$ cat src/rgc_pkg.sv
package rgc_pkg;

    // Register addresses
    localparam logic [7:0] ADDR_SETPOINT   = 8'h00;
    localparam logic [7:0] ADDR_PRIMARY    = 8'h01;
    localparam logic [7:0] ADDR_RANGE_SS   = 8'h02;
    localparam logic [7:0] ADDR_STACKING   = 8'h03;
    localparam logic [7:0] ADDR_FAULT      = 8'h04;

    // Primary control field positions
    localparam int BIT_RESET       = 7;
    localparam int BIT_SPREAD      = 6;
    localparam int BIT_SWITCH      = 5;
    localparam int BIT_FPWM        = 4;
    localparam int BIT_DISCHARGE   = 3;
    localparam int BIT_RETRY       = 2;
    localparam int SLEW_HI         = 1;
    localparam int SLEW_LO         = 0;

    // Range/soft-start field positions
    localparam int RANGE_HI        = 3;
    localparam int RANGE_LO        = 2;
    localparam int SOFT_START_TIME_SELECT_HI       = 1;
    localparam int SOFT_START_TIME_SELECT_LO       = 0;

    // Reset values
    localparam logic [7:0] PRIMARY_RST   = 8'h2A;
    localparam logic [1:0] SOFT_START_TIME_SELECT_RST    = 2'h1;
    localparam logic [1:0] STACKING_RST  = 2'h0;
    localparam logic [7:0] READ_ZERO     = 8'h00;

    // Setpoint arithmetic, in units of 1.25 mV
    localparam int         LEVEL_W       = 12;
    localparam logic [11:0] BASE_LOW     = 12'h140;  // 0.4 V
    localparam logic [11:0] BASE_HIGH    = 12'h280;  // 0.8 V
    localparam logic [1:0] RANGE_FOURTH  = 2'h3;

    // Slew codes and rates
    localparam logic [1:0] SLEW_10MV     = 2'h0;
    localparam logic [1:0] SLEW_5MV      = 2'h1;
    localparam logic [1:0] SLEW_1M25     = 2'h2;
    localparam logic [1:0] SLEW_0M5      = 2'h3;
    localparam int RATE_10MV_UV_US       = 10000;
    localparam int RATE_5MV_UV_US        = 5000;
    localparam int RATE_1M25_UV_US       = 1250;
    localparam int RATE_0M5_UV_US        = 500;
    localparam int LSB_UV                = 1250;
    localparam int CLK_PERIOD_PS         = 4000;

    // Cycles per 1.25 mV step: least time rounds down to keep rate honest
    localparam int CYC_10MV  = LSB_UV * 1000000 / (RATE_10MV_UV_US * CLK_PERIOD_PS);
    localparam int CYC_5MV   = LSB_UV * 1000000 / (RATE_5MV_UV_US * CLK_PERIOD_PS);
    localparam int CYC_1M25  = LSB_UV * 1000000 / (RATE_1M25_UV_US * CLK_PERIOD_PS);
    localparam int CYC_0M5   = LSB_UV * 1000000 / (RATE_0M5_UV_US * CLK_PERIOD_PS);
    localparam int RAMP_CNT_W = 10;

    // Block operating states
    typedef enum logic [2:0] {
        ST_INIT    = 3'b001,
        ST_STANDBY = 3'b010,
        ST_ON      = 3'b100
    } rgc_state_t;

endpackage : rgc_pkg

$ cat src/rgc_sp_if.sv
`timescale 1ns/10ps
`default_nettype none

interface rgc_sp_if;
    logic [7:0]  code;
    logic [1:0]  range;
    logic [1:0]  slew;
    logic        track;
    logic [11:0] level;
    logic        settled;

    modport ctrl (output code, output range, output slew, output track,
                  input level, input settled);
    modport ramp (input code, input range, input slew, input track,
                  output level, output settled);
endinterface : rgc_sp_if

`default_nettype wire

$ cat src/rgc_setpoint_ramp.sv
`timescale 1ns/10ps
`default_nettype none

module rgc_setpoint_ramp (
    input  wire logic  sys_clk,
    input  wire logic  rst,
    rgc_sp_if.ramp     sp
);
    logic [11:0]                    target;
    logic [11:0]                    level_r;
    logic [11:0]                    level_nxt;
    logic [rgc_pkg::RAMP_CNT_W-1:0] cnt_r;
    logic [rgc_pkg::RAMP_CNT_W-1:0] cnt_nxt;
    logic [rgc_pkg::RAMP_CNT_W-1:0] period;

    // Base plus code scaled by range step; shift by range gives x1,x2,x4,x8
    always_comb begin
        if (sp.range == rgc_pkg::RANGE_FOURTH) begin
            target = rgc_pkg::BASE_HIGH + ({4'h0, sp.code} << sp.range);
        end else begin
            target = rgc_pkg::BASE_LOW + ({4'h0, sp.code} << sp.range);
        end
    end

    // Step interval per slew code
    always_comb begin
        case (sp.slew)
            rgc_pkg::SLEW_10MV: period = rgc_pkg::RAMP_CNT_W'(rgc_pkg::CYC_10MV - 1);
            rgc_pkg::SLEW_5MV:  period = rgc_pkg::RAMP_CNT_W'(rgc_pkg::CYC_5MV - 1);
            rgc_pkg::SLEW_1M25: period = rgc_pkg::RAMP_CNT_W'(rgc_pkg::CYC_1M25 - 1);
            default:            period = rgc_pkg::RAMP_CNT_W'(rgc_pkg::CYC_0M5 - 1);
        endcase
    end

    // One LSB per interval while tracking; jump straight when not switching
    always_comb begin
        level_nxt = level_r;
        cnt_nxt   = cnt_r;
        if (!sp.track) begin
            level_nxt = target;
            cnt_nxt   = period;
        end else if (level_r == target) begin
            cnt_nxt = period;
        end else if (cnt_r == '0) begin
            level_nxt = (level_r < target) ? level_r + 12'h001 : level_r - 12'h001;
            cnt_nxt   = period;
        end else begin
            cnt_nxt = cnt_r - 1'b1;
        end
    end

    always_ff @(posedge sys_clk or posedge rst) begin
        if (rst) begin
            level_r <= '0;
            cnt_r   <= '0;
        end else begin
            level_r <= level_nxt;
            cnt_r   <= cnt_nxt;
        end
    end

    assign sp.level   = level_r;
    assign sp.settled = (level_r == target);
endmodule : rgc_setpoint_ramp

`default_nettype wire

$ cat src/rgc_regulator_ctrl.sv
// Overview of operation
// Controller treats addresses beyond the five registers as reserved, never writes them.
// Ranges one to three: setpoint is 0.4 V plus code times 1.25/2.5/5 mV.
// Fourth range: setpoint is 0.8 V plus code times 10 mV.
// Setpoint reset value comes from strap pins sampled at power-up.
// Writing one to reset bit restores all defaults and reinitialises.
// Reset bit always reads back as zero.
// Spread-spectrum bit enables or disables switching clock spreading.
// Clearing switch enable stops switching, keeps registers; setting starts without delay.
// Forced PWM when bit set or mode/sync pin high or clocked; else power-save.
// Discharge bit enables or disables active output discharge.
// Overcurrent retry mode only when its bit is one.
// Controller should not enable retry mode in stacked operation.
// Slew field picks 10, 5, 1.25 or 0.5 mV per microsecond.
// Primary control resets to 2Ah.
// Reads of undefined addresses return zero.
// Written byte commits on falling edge of its data acknowledge.
// Range field selects one of four setpoint ranges.
// Clearing switch enable leaves On and enters standby.
`timescale 1ns/10ps
`default_nettype none

module rgc_regulator_ctrl #(
    parameter int STRAP_W = 10
) (
    input  wire logic               sys_clk,
    input  wire logic               rst,
    input  wire logic [7:0]         reg_addr,
    input  wire logic [7:0]         reg_wdata,
    input  wire logic               reg_wr_commit,
    input  wire logic               reg_rd_req,
    output logic [7:0]              reg_rdata,
    input  wire logic [STRAP_W-1:0] setpoint_strap_pins,
    input  wire logic               en_pin,
    input  wire logic               mode_sync_active,
    input  wire logic [7:0]         fault_flags_in,
    output logic                    init_busy,
    output logic                    switching_on,
    output logic                    spread_spectrum_enable,
    output logic                    forced_pwm_active,
    output logic                    output_discharge_enable,
    output logic                    overcurrent_retry_enable,
    output logic [1:0]              soft_start_time_select,
    output logic [1:0]              stacking_control_bits,
    output logic [11:0]             setpoint_level,
    output logic                    setpoint_settled
);
    rgc_pkg::rgc_state_t state_r;
    rgc_pkg::rgc_state_t state_nxt;
    logic [7:0]          setpoint_r;
    logic [7:0]          setpoint_nxt;
    logic [6:0]          primary_r;       // Reset bit is not stored
    logic [6:0]          primary_nxt;
    logic [1:0]          range_r;
    logic [1:0]          range_nxt;
    logic [1:0]          soft_start_time_select_r;
    logic [1:0]          soft_start_time_select_nxt;
    logic [1:0]          stacking_r;
    logic [1:0]          stacking_nxt;
    logic [7:0]          rdata_r;
    logic [7:0]          rdata_nxt;
    logic                accessible;

    rgc_sp_if sp ();

    assign accessible = (state_r != rgc_pkg::ST_INIT);

    // Register writes, strap capture and standby/on sequencing
    always_comb begin
        state_nxt    = state_r;
        setpoint_nxt = setpoint_r;
        primary_nxt  = primary_r;
        range_nxt    = range_r;
        soft_start_time_select_nxt   = soft_start_time_select_r;
        stacking_nxt = stacking_r;
        case (state_r)
            rgc_pkg::ST_INIT: begin
                // Straps are caught here, never under the async reset
                setpoint_nxt = setpoint_strap_pins[7:0];
                range_nxt    = setpoint_strap_pins[9:8];
                primary_nxt  = rgc_pkg::PRIMARY_RST[6:0];
                soft_start_time_select_nxt   = rgc_pkg::SOFT_START_TIME_SELECT_RST;
                stacking_nxt = rgc_pkg::STACKING_RST;
                state_nxt    = rgc_pkg::ST_STANDBY;
            end
            rgc_pkg::ST_STANDBY, rgc_pkg::ST_ON: begin
                // Commit strobe marks the falling edge of the data acknowledge
                if (reg_wr_commit) begin
                    if (reg_addr == rgc_pkg::ADDR_SETPOINT) begin
                        setpoint_nxt = reg_wdata;
                    end else if (reg_addr == rgc_pkg::ADDR_PRIMARY) begin
                        // A reset write must not flash its other bits onto the outputs
                        if (reg_wdata[rgc_pkg::BIT_RESET]) begin
                            primary_nxt = rgc_pkg::PRIMARY_RST[6:0];
                        end else begin
                            primary_nxt = reg_wdata[6:0];
                        end
                    end else if (reg_addr == rgc_pkg::ADDR_RANGE_SS) begin
                        range_nxt  = reg_wdata[rgc_pkg::RANGE_HI:rgc_pkg::RANGE_LO];
                        soft_start_time_select_nxt = reg_wdata[rgc_pkg::SOFT_START_TIME_SELECT_HI:rgc_pkg::SOFT_START_TIME_SELECT_LO];
                    end else if (reg_addr == rgc_pkg::ADDR_STACKING) begin
                        stacking_nxt = reg_wdata[1:0];
                    end
                end
                // Switch enable takes effect on the same edge it is written
                if (en_pin && primary_nxt[rgc_pkg::BIT_SWITCH]) begin
                    state_nxt = rgc_pkg::ST_ON;
                end else begin
                    state_nxt = rgc_pkg::ST_STANDBY;
                end
                // Software reset overrides any other change
                if (reg_wr_commit && reg_addr == rgc_pkg::ADDR_PRIMARY
                    && reg_wdata[rgc_pkg::BIT_RESET]) begin
                    state_nxt = rgc_pkg::ST_INIT;
                end
            end
            default: begin
                state_nxt = rgc_pkg::ST_INIT;
            end
        endcase
    end

    always_ff @(posedge sys_clk or posedge rst) begin
        if (rst) begin
            state_r    <= rgc_pkg::ST_INIT;
            setpoint_r <= '0;
            primary_r  <= rgc_pkg::PRIMARY_RST[6:0];
            range_r    <= '0;
            soft_start_time_select_r   <= rgc_pkg::SOFT_START_TIME_SELECT_RST;
            stacking_r <= rgc_pkg::STACKING_RST;
        end else begin
            state_r    <= state_nxt;
            setpoint_r <= setpoint_nxt;
            primary_r  <= primary_nxt;
            range_r    <= range_nxt;
            soft_start_time_select_r   <= soft_start_time_select_nxt;
            stacking_r <= stacking_nxt;
        end
    end

    // Read data; held between requests, zero while initialising
    always_comb begin
        rdata_nxt = rdata_r;
        if (reg_rd_req) begin
            if (!accessible) begin
                rdata_nxt = rgc_pkg::READ_ZERO;
            end else if (reg_addr == rgc_pkg::ADDR_SETPOINT) begin
                rdata_nxt = setpoint_r;
            end else if (reg_addr == rgc_pkg::ADDR_PRIMARY) begin
                rdata_nxt = {1'b0, primary_r};
            end else if (reg_addr == rgc_pkg::ADDR_RANGE_SS) begin
                rdata_nxt = {4'h0, range_r, soft_start_time_select_r};
            end else if (reg_addr == rgc_pkg::ADDR_STACKING) begin
                rdata_nxt = {6'h00, stacking_r};
            end else if (reg_addr == rgc_pkg::ADDR_FAULT) begin
                rdata_nxt = fault_flags_in;
            end else begin
                rdata_nxt = rgc_pkg::READ_ZERO;
            end
        end
    end

    always_ff @(posedge sys_clk or posedge rst) begin
        if (rst) begin
            rdata_r <= '0;
        end else begin
            rdata_r <= rdata_nxt;
        end
    end

    // Ramp engine; tracks only while switching, jumps otherwise
    assign sp.code  = setpoint_r;
    assign sp.range = range_r;
    assign sp.slew  = primary_r[rgc_pkg::SLEW_HI:rgc_pkg::SLEW_LO];
    assign sp.track = (state_r == rgc_pkg::ST_ON);

    rgc_setpoint_ramp u_ramp (
        .sys_clk (sys_clk),
        .rst     (rst),
        .sp      (sp)
    );

    // Control outputs from register bits, state and the ramp; forced PWM also takes the pin
    assign reg_rdata                = rdata_r;
    assign init_busy                = (state_r == rgc_pkg::ST_INIT);
    assign switching_on             = (state_r == rgc_pkg::ST_ON);
    assign spread_spectrum_enable   = primary_r[rgc_pkg::BIT_SPREAD];
    // Pin wins over a cleared bit: either source forces PWM
    assign forced_pwm_active        = primary_r[rgc_pkg::BIT_FPWM] | mode_sync_active;
    assign output_discharge_enable  = primary_r[rgc_pkg::BIT_DISCHARGE];
    assign overcurrent_retry_enable = primary_r[rgc_pkg::BIT_RETRY];
    assign soft_start_time_select   = soft_start_time_select_r;
    assign stacking_control_bits    = stacking_r;
    assign setpoint_level           = sp.level;
    assign setpoint_settled         = sp.settled;
endmodule : rgc_regulator_ctrl

`default_nettype wire

$ cat config.mk
export PLATFORM = sky130hd
export DESIGN_NAME = rgc_regulator_ctrl
export DESIGN_NICKNAME = d
export VERILOG_FILES = /design/src/rgc_pkg.sv /design/src/rgc_sp_if.sv /design/src/rgc_setpoint_ramp.sv /design/src/rgc_regulator_ctrl.sv
export SDC_FILE = /design/constraint.sdc
export NUM_CORES = 1
export LEC_CHECK = 0
export BUFFER_PORTS_ARGS = -buffer_cell sky130_fd_sc_hd__buf_2
export CAP_MARGIN = 20
export CORE_ASPECT_RATIO = 0.8
export CORE_MARGIN = 3
export CORE_UTILIZATION = 25
export DETAILED_ROUTE_END_ITERATION = 12
export PLACE_DENSITY_LB_ADDON = 0.25
export SLEW_MARGIN = 20
export SYNTH_ARGS = -nofsm -noshare
export SYNTH_HDL_FRONTEND = slang
export SYNTH_SLANG_ARGS = --single-unit
export TNS_END_PERCENT = 5
$ cat constraint.sdc
create_clock -name sys_clk -period 5 [get_ports sys_clk]
set_clock_uncertainty 0.2 [all_clocks]
set_input_delay 1 -clock sys_clk [delete_from_list [all_inputs] [get_ports sys_clk]]
set_output_delay 1 -clock sys_clk [all_outputs]
set_load 0.03 [all_outputs]
After elaboration in Yosys (flattened, before gate mapping)

Index checks and enable logic that the tools add are counted.

Register bits: 54
Output and inout port bits: 31
Word-level logic and storage cells: 96

Add/subtract/negate cells: 5
Order comparisons: 1
Eq/ne operators: 22
Shift operators: 1
Multiplexer cells: 43
Bitwise gates (word level): 1
Reductions and logical operators: 13

Operator list:

| kind                     | number |
|---|---|
| $mux W8                  | 8 |
| $mux W12                 | 5 |
| $mux W7                  | 5 |
| $mux W10                 | 3 |
| $pmux W10 S3             | 1 |
| $mux W2                  | 13 |
| $ne A2 B2 Y1 const B     | 10 |
| $eq A8 B2 Y1 const B     | 2 |
| $pmux W8 S2              | 1 |
| $pmux W7 S2              | 1 |
| $add A10 B12 Y12 const A | 1 |
| $add A12 B1 Y12 const B  | 1 |
| $add A9 B12 Y12 const A  | 1 |
| $eq A12 B12 Y1           | 1 |
| $lt A12 B12 Y1           | 1 |
| $pmux W2 S2              | 3 |
| $shl A8 B2 Y12           | 1 |
| $sub A12 B1 Y12 const B  | 1 |
| $logic_not A10 Y1        | 1 |
| $sub A10 B1 Y10 const B  | 1 |
| $eq A8 B1 Y1 const B     | 1 |
| $eq A8 B3 Y1 const B     | 1 |
| $logic_not A8 Y1         | 1 |
| $mux W3                  | 2 |
| other kinds (17)         | 20 |

Depth between registers and ports, before layout

Depth after elaboration: 9
Gate-level depth with buffers: 23
Depth with buffers taken out: 22

Hierarchy

From an unflattened synthesis, not the netlist that was laid out.

Cell total of the unflattened synthesis: 429
Area total of the unflattened synthesis: 4032.6 sq um

By module, submodules not included:

| module             | times used | cells each | area an instance (sq um) | sequential area each (sq um) |
|---|---|---|---|---|
| rgc_setpoint_ramp  | 1          | 247        | 2194.6                   | 550.5 |
| rgc_regulator_ctrl | 1          | 182        | 1838.0                   | 807.0 |

Least setup slack after synthesis

Ideal clock, no wire load.

Path type: register to register
Start: register setpoint_r[7]
End: register u_ramp.level_r[7] (netlist: u_ramp.sp.level[7])
Library setup time: 137 ps
Data arrival time: 4163 ps
Required time: 4663 ps
Path slack: 501 ps
Cell stages (with the launch flop): 24
Buffers on the path: 1
Period minus slack after synthesis: 4499 ps
Cell sequence: dfrtp_1 > clkbuf_1 > mux2_2 > nand2_1 > o21ai_0 > inv_1 > ha_1 > a21oi_1 > nand3_1 > o21ai_0 > a21oi_1 > ha_1 > nand4_1 > a211oi_1 > a2111o_1 > ha_1 > a211oi_1 > o21bai_1 > a21oi_1 > o21ai_0 > xnor2_1 > nor2_1 > a211oi_1 > a21oi_1

Cells in the longest elaborated chain, start to end: 8
Elaborated cells between the ends (all ways): 12
Those cells by class: 2 x add/sub; 1 x order compare; 2 x eq/ne; 1 x shift; 5 x mux; 1 x reduce/logical

RTL lines:

| item                                                | RTL line                                         | source |
|---|---|---|
| start, declared                                     | rgc_regulator_ctrl.sv:50                         | `logic [7:0] setpoint_r;` |
| start signal, assigned                              | rgc_regulator_ctrl.sv:133                        | `setpoint_r <= setpoint_nxt;` |
| $shl A8 B2 Y12 (*)                                  | rgc_setpoint_ramp.sv:19, rgc_setpoint_ramp.sv:21 |  |
| $add A9 B12 Y12 or $add A10 B12 Y12 (tied branches) | rgc_setpoint_ramp.sv:21, rgc_setpoint_ramp.sv:19 |  |
| $mux W12 (*)                                        | rgc_setpoint_ramp.sv:18                          | `if (sp.range == rgc_pkg::RANGE_FOURTH) begin` |
| $lt A12 B12 Y1                                      | rgc_setpoint_ramp.sv:45                          | `level_nxt = (level_r < target) ? level_r + 12'h001 : level_r - 12'h001;` |
| $mux W12                                            | rgc_setpoint_ramp.sv:45                          |  |
| $mux W12                                            | rgc_setpoint_ramp.sv:44                          | `end else if (cnt_r == '0) begin` |
| $mux W12                                            | rgc_setpoint_ramp.sv:42                          | `end else if (level_r == target) begin` |
| $mux W12                                            | rgc_setpoint_ramp.sv:39                          | `if (!sp.track) begin` |
| end signal, assigned                                | rgc_setpoint_ramp.sv:57                          | `level_r <= level_nxt;` |
| end, declared                                       | rgc_setpoint_ramp.sv:10                          | `logic [11:0] level_r;` |

Every way passes the cells marked *; elsewhere a longest branch is shown, timed or not. The select of a mux whose other input is x is not followed.
A chain may end at the register's enable or synchronous reset.

Worst setup path after layout

Start: register range_r[1]
End: register u_ramp.level_r[11] (netlist: u_ramp.sp.level[11])

Cells in the longest elaborated chain, start to end: 8
Elaborated cells between the ends (all ways): 13
Those cells by class: 2 x add/sub; 1 x order compare; 3 x eq/ne; 1 x shift; 5 x mux; 1 x reduce/logical

RTL lines:

| item                                                | RTL line                                         | source |
|---|---|---|
| start, declared                                     | rgc_regulator_ctrl.sv:54                         | `logic [1:0] range_r;` |
| start signal, assigned                              | rgc_regulator_ctrl.sv:135                        | `range_r <= range_nxt;` |
| $shl A8 B2 Y12                                      | rgc_setpoint_ramp.sv:19, rgc_setpoint_ramp.sv:21 |  |
| $add A9 B12 Y12 or $add A10 B12 Y12 (tied branches) | rgc_setpoint_ramp.sv:21, rgc_setpoint_ramp.sv:19 |  |
| $mux W12 (*)                                        | rgc_setpoint_ramp.sv:18                          |  |
| $lt A12 B12 Y1                                      | rgc_setpoint_ramp.sv:45                          |  |
| $mux W12                                            | rgc_setpoint_ramp.sv:45                          |  |
| $mux W12                                            | rgc_setpoint_ramp.sv:44                          |  |
| $mux W12                                            | rgc_setpoint_ramp.sv:42                          |  |
| $mux W12                                            | rgc_setpoint_ramp.sv:39                          |  |

Marks and branches as above.

==> metrics <==
status finished, final reports clean; vias in the first global route 3544; DRT Wirelength 11200 um; ys flop type dfrtp_1; syn nets 515; Syn-to-layout area delta 23.2%; DIE HEIGHT 117 um; commonest non-fill, non-tap cells in the layout buf_2 (70), dfrtp_1 (49), nor2_1 (43), nand2_1 (41), o21ai_0 (34); # DRC 0; mux contribution to synthesized area 7.61%; Starting Density 26.3%; NumNets Final 589; crit path kind reg2reg; Reg2Reg Setup Slack 370 ps; post-synthesis compound-gate area fraction 21.2%; CTS Buf Count 5; EDFF count, synth 0; clk_lat worst skew 310 ps; Slew HR 56.4%; Ports 71; CP Capture Type flip-flop; post-DP HPWL 8650 um; FFs w/ async S/R, synth 100%; CP Data Arrival Time 4610 ps; crit path cell chain buf_6 > mux2i_1 > a21oi_1 > ha_1 > xor2_1 > o22ai_1 > a21oi_1 > ha_1 > nand4_1 > a21oi_1 > a2111o_1 > buf_6 > ha_1 > nand3_1 > nor3_2 > o31ai_2 > a21oi_1 > xnor2_1 > nor2_2 > xnor2_1 > mux2i_1; most frequent CP cell a21oi_1; Worst Path Max Fanout 9; fmax 216 MHz; pre-CTS setup slack 38.5 ps; Ys Warns 0; hold crit path type reg2reg; first-pass GRT wire length 18200 um; final critical path time including I/O delays and setup 4630 ps; initial antenna violation count 0; worst r2r path cells 21; setup ws final 366 ps; synthesized cell area 3860 um^2; largest family of logic cells by synthesized area compound AO/OA/AOI/OAI gates; CTS max path bufs 2; CP max-delay cell a2111o_1; Worst Setup EP u_ramp.sp.level[11]; Synth Area per Inst 8.72 um^2; Final Cycle Share 92.7%; Clock transition at path regs 80 ps; CTS tree built; worst slew pin tran 652 ps; final hold violations 0; Storage cell area 1360 um^2; H-tree levels 2; pin count of the biggest net entering global routing 30; cells after synthesis 443; total gr overflow 0; DR WL/cell 15.5 um; peak per-stage delay on the critical path 460 ps; number of diodes 0; placed insts 712; Starting DRT DRC Count 204; Post-DP Area 4480 um^2; Horiz. Die Dim 145 um; Port Buffers 70; most common cell after layout, fill and taps aside buf_2; area of the multi-input gates 2450 um^2; filler cell count 1546; Pre-antenna DRT Iters 4; Seq/Total Area, Yosys 35.1%; post-synthesis simple-gate area fraction 16.5%; r2r endpoint u_ramp.sp.level[11]; Setup violations, final 0; # rows 39; core area 14700 um^2; Sink Count 54; Synth Area in XOR/XNOR 4.99%; Startpoint Class flip-flop; Vias 3460; Antenna Nets Post-Route 0; Post-Layout Inst Area 4760 um^2; Max-Cap Viols 0; FF+latch count, synth 54; layout cell share with drive strength beyond 1 26.3%; adder-cell area share of the yosys netlist 10.6%; Required @ worst endpoint 4970 ps; crit path launch range_r[1]; Final Non-Filler Cells 723; GP Congestion 0.850; Vias/cell 4.79; Die Footprint 17000 um^2; Final Max Slew Viols 0; Root Buffer clkbuf_16; Synth cell types 48; Hold Buf Count CTS 0; Tot GR Track Use 13.2%; Hold WS 309 ps; reg-to-reg startpoint range_r[1]
-- per-stage QoR --
stage               utilization [%]  TNS [ps]
floorplan                         -         0
global route                   32.4     -27.3
global placement               30.5         0
detailed placement             30.5         0
CTS                            31.6         0
finish                         32.4         0
-- layer usage --
layer	up-vias	routed length, um	GRT usage, %
li1	1743	-	-
met1	1643	5670	18.4
met2	61	4880	21.1
met3	13	476	2.96
met4	0	156	3.10
met5	-	0	0
-- cell families after synthesis --
| logic type | Yosys count |
|---|---|
| muxes | 28 |
| and+or+nand+nor | 135 |
| DFF | 54 |
| buffers and inverters | 39 |
| AOI/OAI and AO/OA | 133 |
| xor gates and xnor gates | 22 |
| adders and majority gates | 32 |
-- worst max-delay path, delay by kind of cell, from the launching register on --
kind / cells / cell delay [ps]
flip-flops: 1 / 420
XOR/XNOR: 3 / 460
AO/OA/AOI/OAI: 7 / 1240
AND/OR/NAND/NOR: 4 / 570
buffers and inverters: 2 / 360
multiplexers: 2 / 360
adder cells (fa/ha/maj): 3 / 890
-- synthesized netlist by cell type, types with 3 or more instances --
cell type | n | share of area, %
a211oi_1 | 11 | 2.1
a21o_1 | 7 | 1.4
a21oi_1 | 39 | 5.1
a22o_1 | 8 | 1.8
a22oi_1 | 4 | 0.78
a31oi_1 | 3 | 0.49
and3_1 | 4 | 0.65
clkbuf_1 | 14 | 1.4
dfrtp_1 | 49 | 32
dfstp_2 | 5 | 3.4
ha_1 | 31 | 10
inv_1 | 21 | 2.0
mux2_2 | 11 | 3.2
mux2i_1 | 17 | 4.4
nand2_1 | 41 | 4.0
nand2b_1 | 5 | 0.81
nand3_1 | 9 | 1.2
nand4_1 | 5 | 0.81
nor2_1 | 44 | 4.3
nor2b_1 | 4 | 0.65
nor3_1 | 9 | 1.2
nor4_1 | 4 | 0.65
o2111ai_1 | 3 | 0.68
o21ai_0 | 38 | 4.9
o21bai_1 | 4 | 0.78
o22ai_1 | 4 | 0.65
o31ai_1 | 4 | 0.78
xnor2_1 | 16 | 3.6
xor2_1 | 6 | 1.4
-- sequential cells by signal, summed over array words and instances, names as in the netlist --
register and cells:
soft_start_time_select 2, primary_r 7, u_ramp.sp.level 12, reg_rdata 8, range_r 2, u_ramp.cnt_r 10, stacking_control_bits 2, setpoint_r 8
state_r 3
-- layout make-up --
type	count	share of cell area, %
timing repair buffer	84	9.73
inverter	22	1.74
tap	205	5.39
clock inverter	3	0.552
sequential	54	28.5
multi-input combinational	350	51.4
clock buffer	5	2.63
-- worst min path at each step --
stage	startpoint	end	slack, ps	cells after the start
6_report	soft_start_time_select[0]	soft_start_time_select[0]	310	2
5_1_grt	primary_r[5]	primary_r[5]	330	2
4_1_cts	soft_start_time_select[0]	soft_start_time_select[0]	310	2
3_5_place_dp	soft_start_time_select[0]	soft_start_time_select[0]	300	2
3_3_place_gp	soft_start_time_select[0]	soft_start_time_select[0]	280	2
2_1_floorplan	primary_r[5]	primary_r[5]	270	2
-- repair_timing --
action                                  CTS  global route
setup buffers                             0             3
endpoints found under the setup margin    1             7
endpoints found under the hold margin     0             0
resized for setup                         1            22
pin swaps                                 0             4
Power is not shown: default switching activity piles up to over one toggle a cycle in this logic, so the estimate is an artifact.
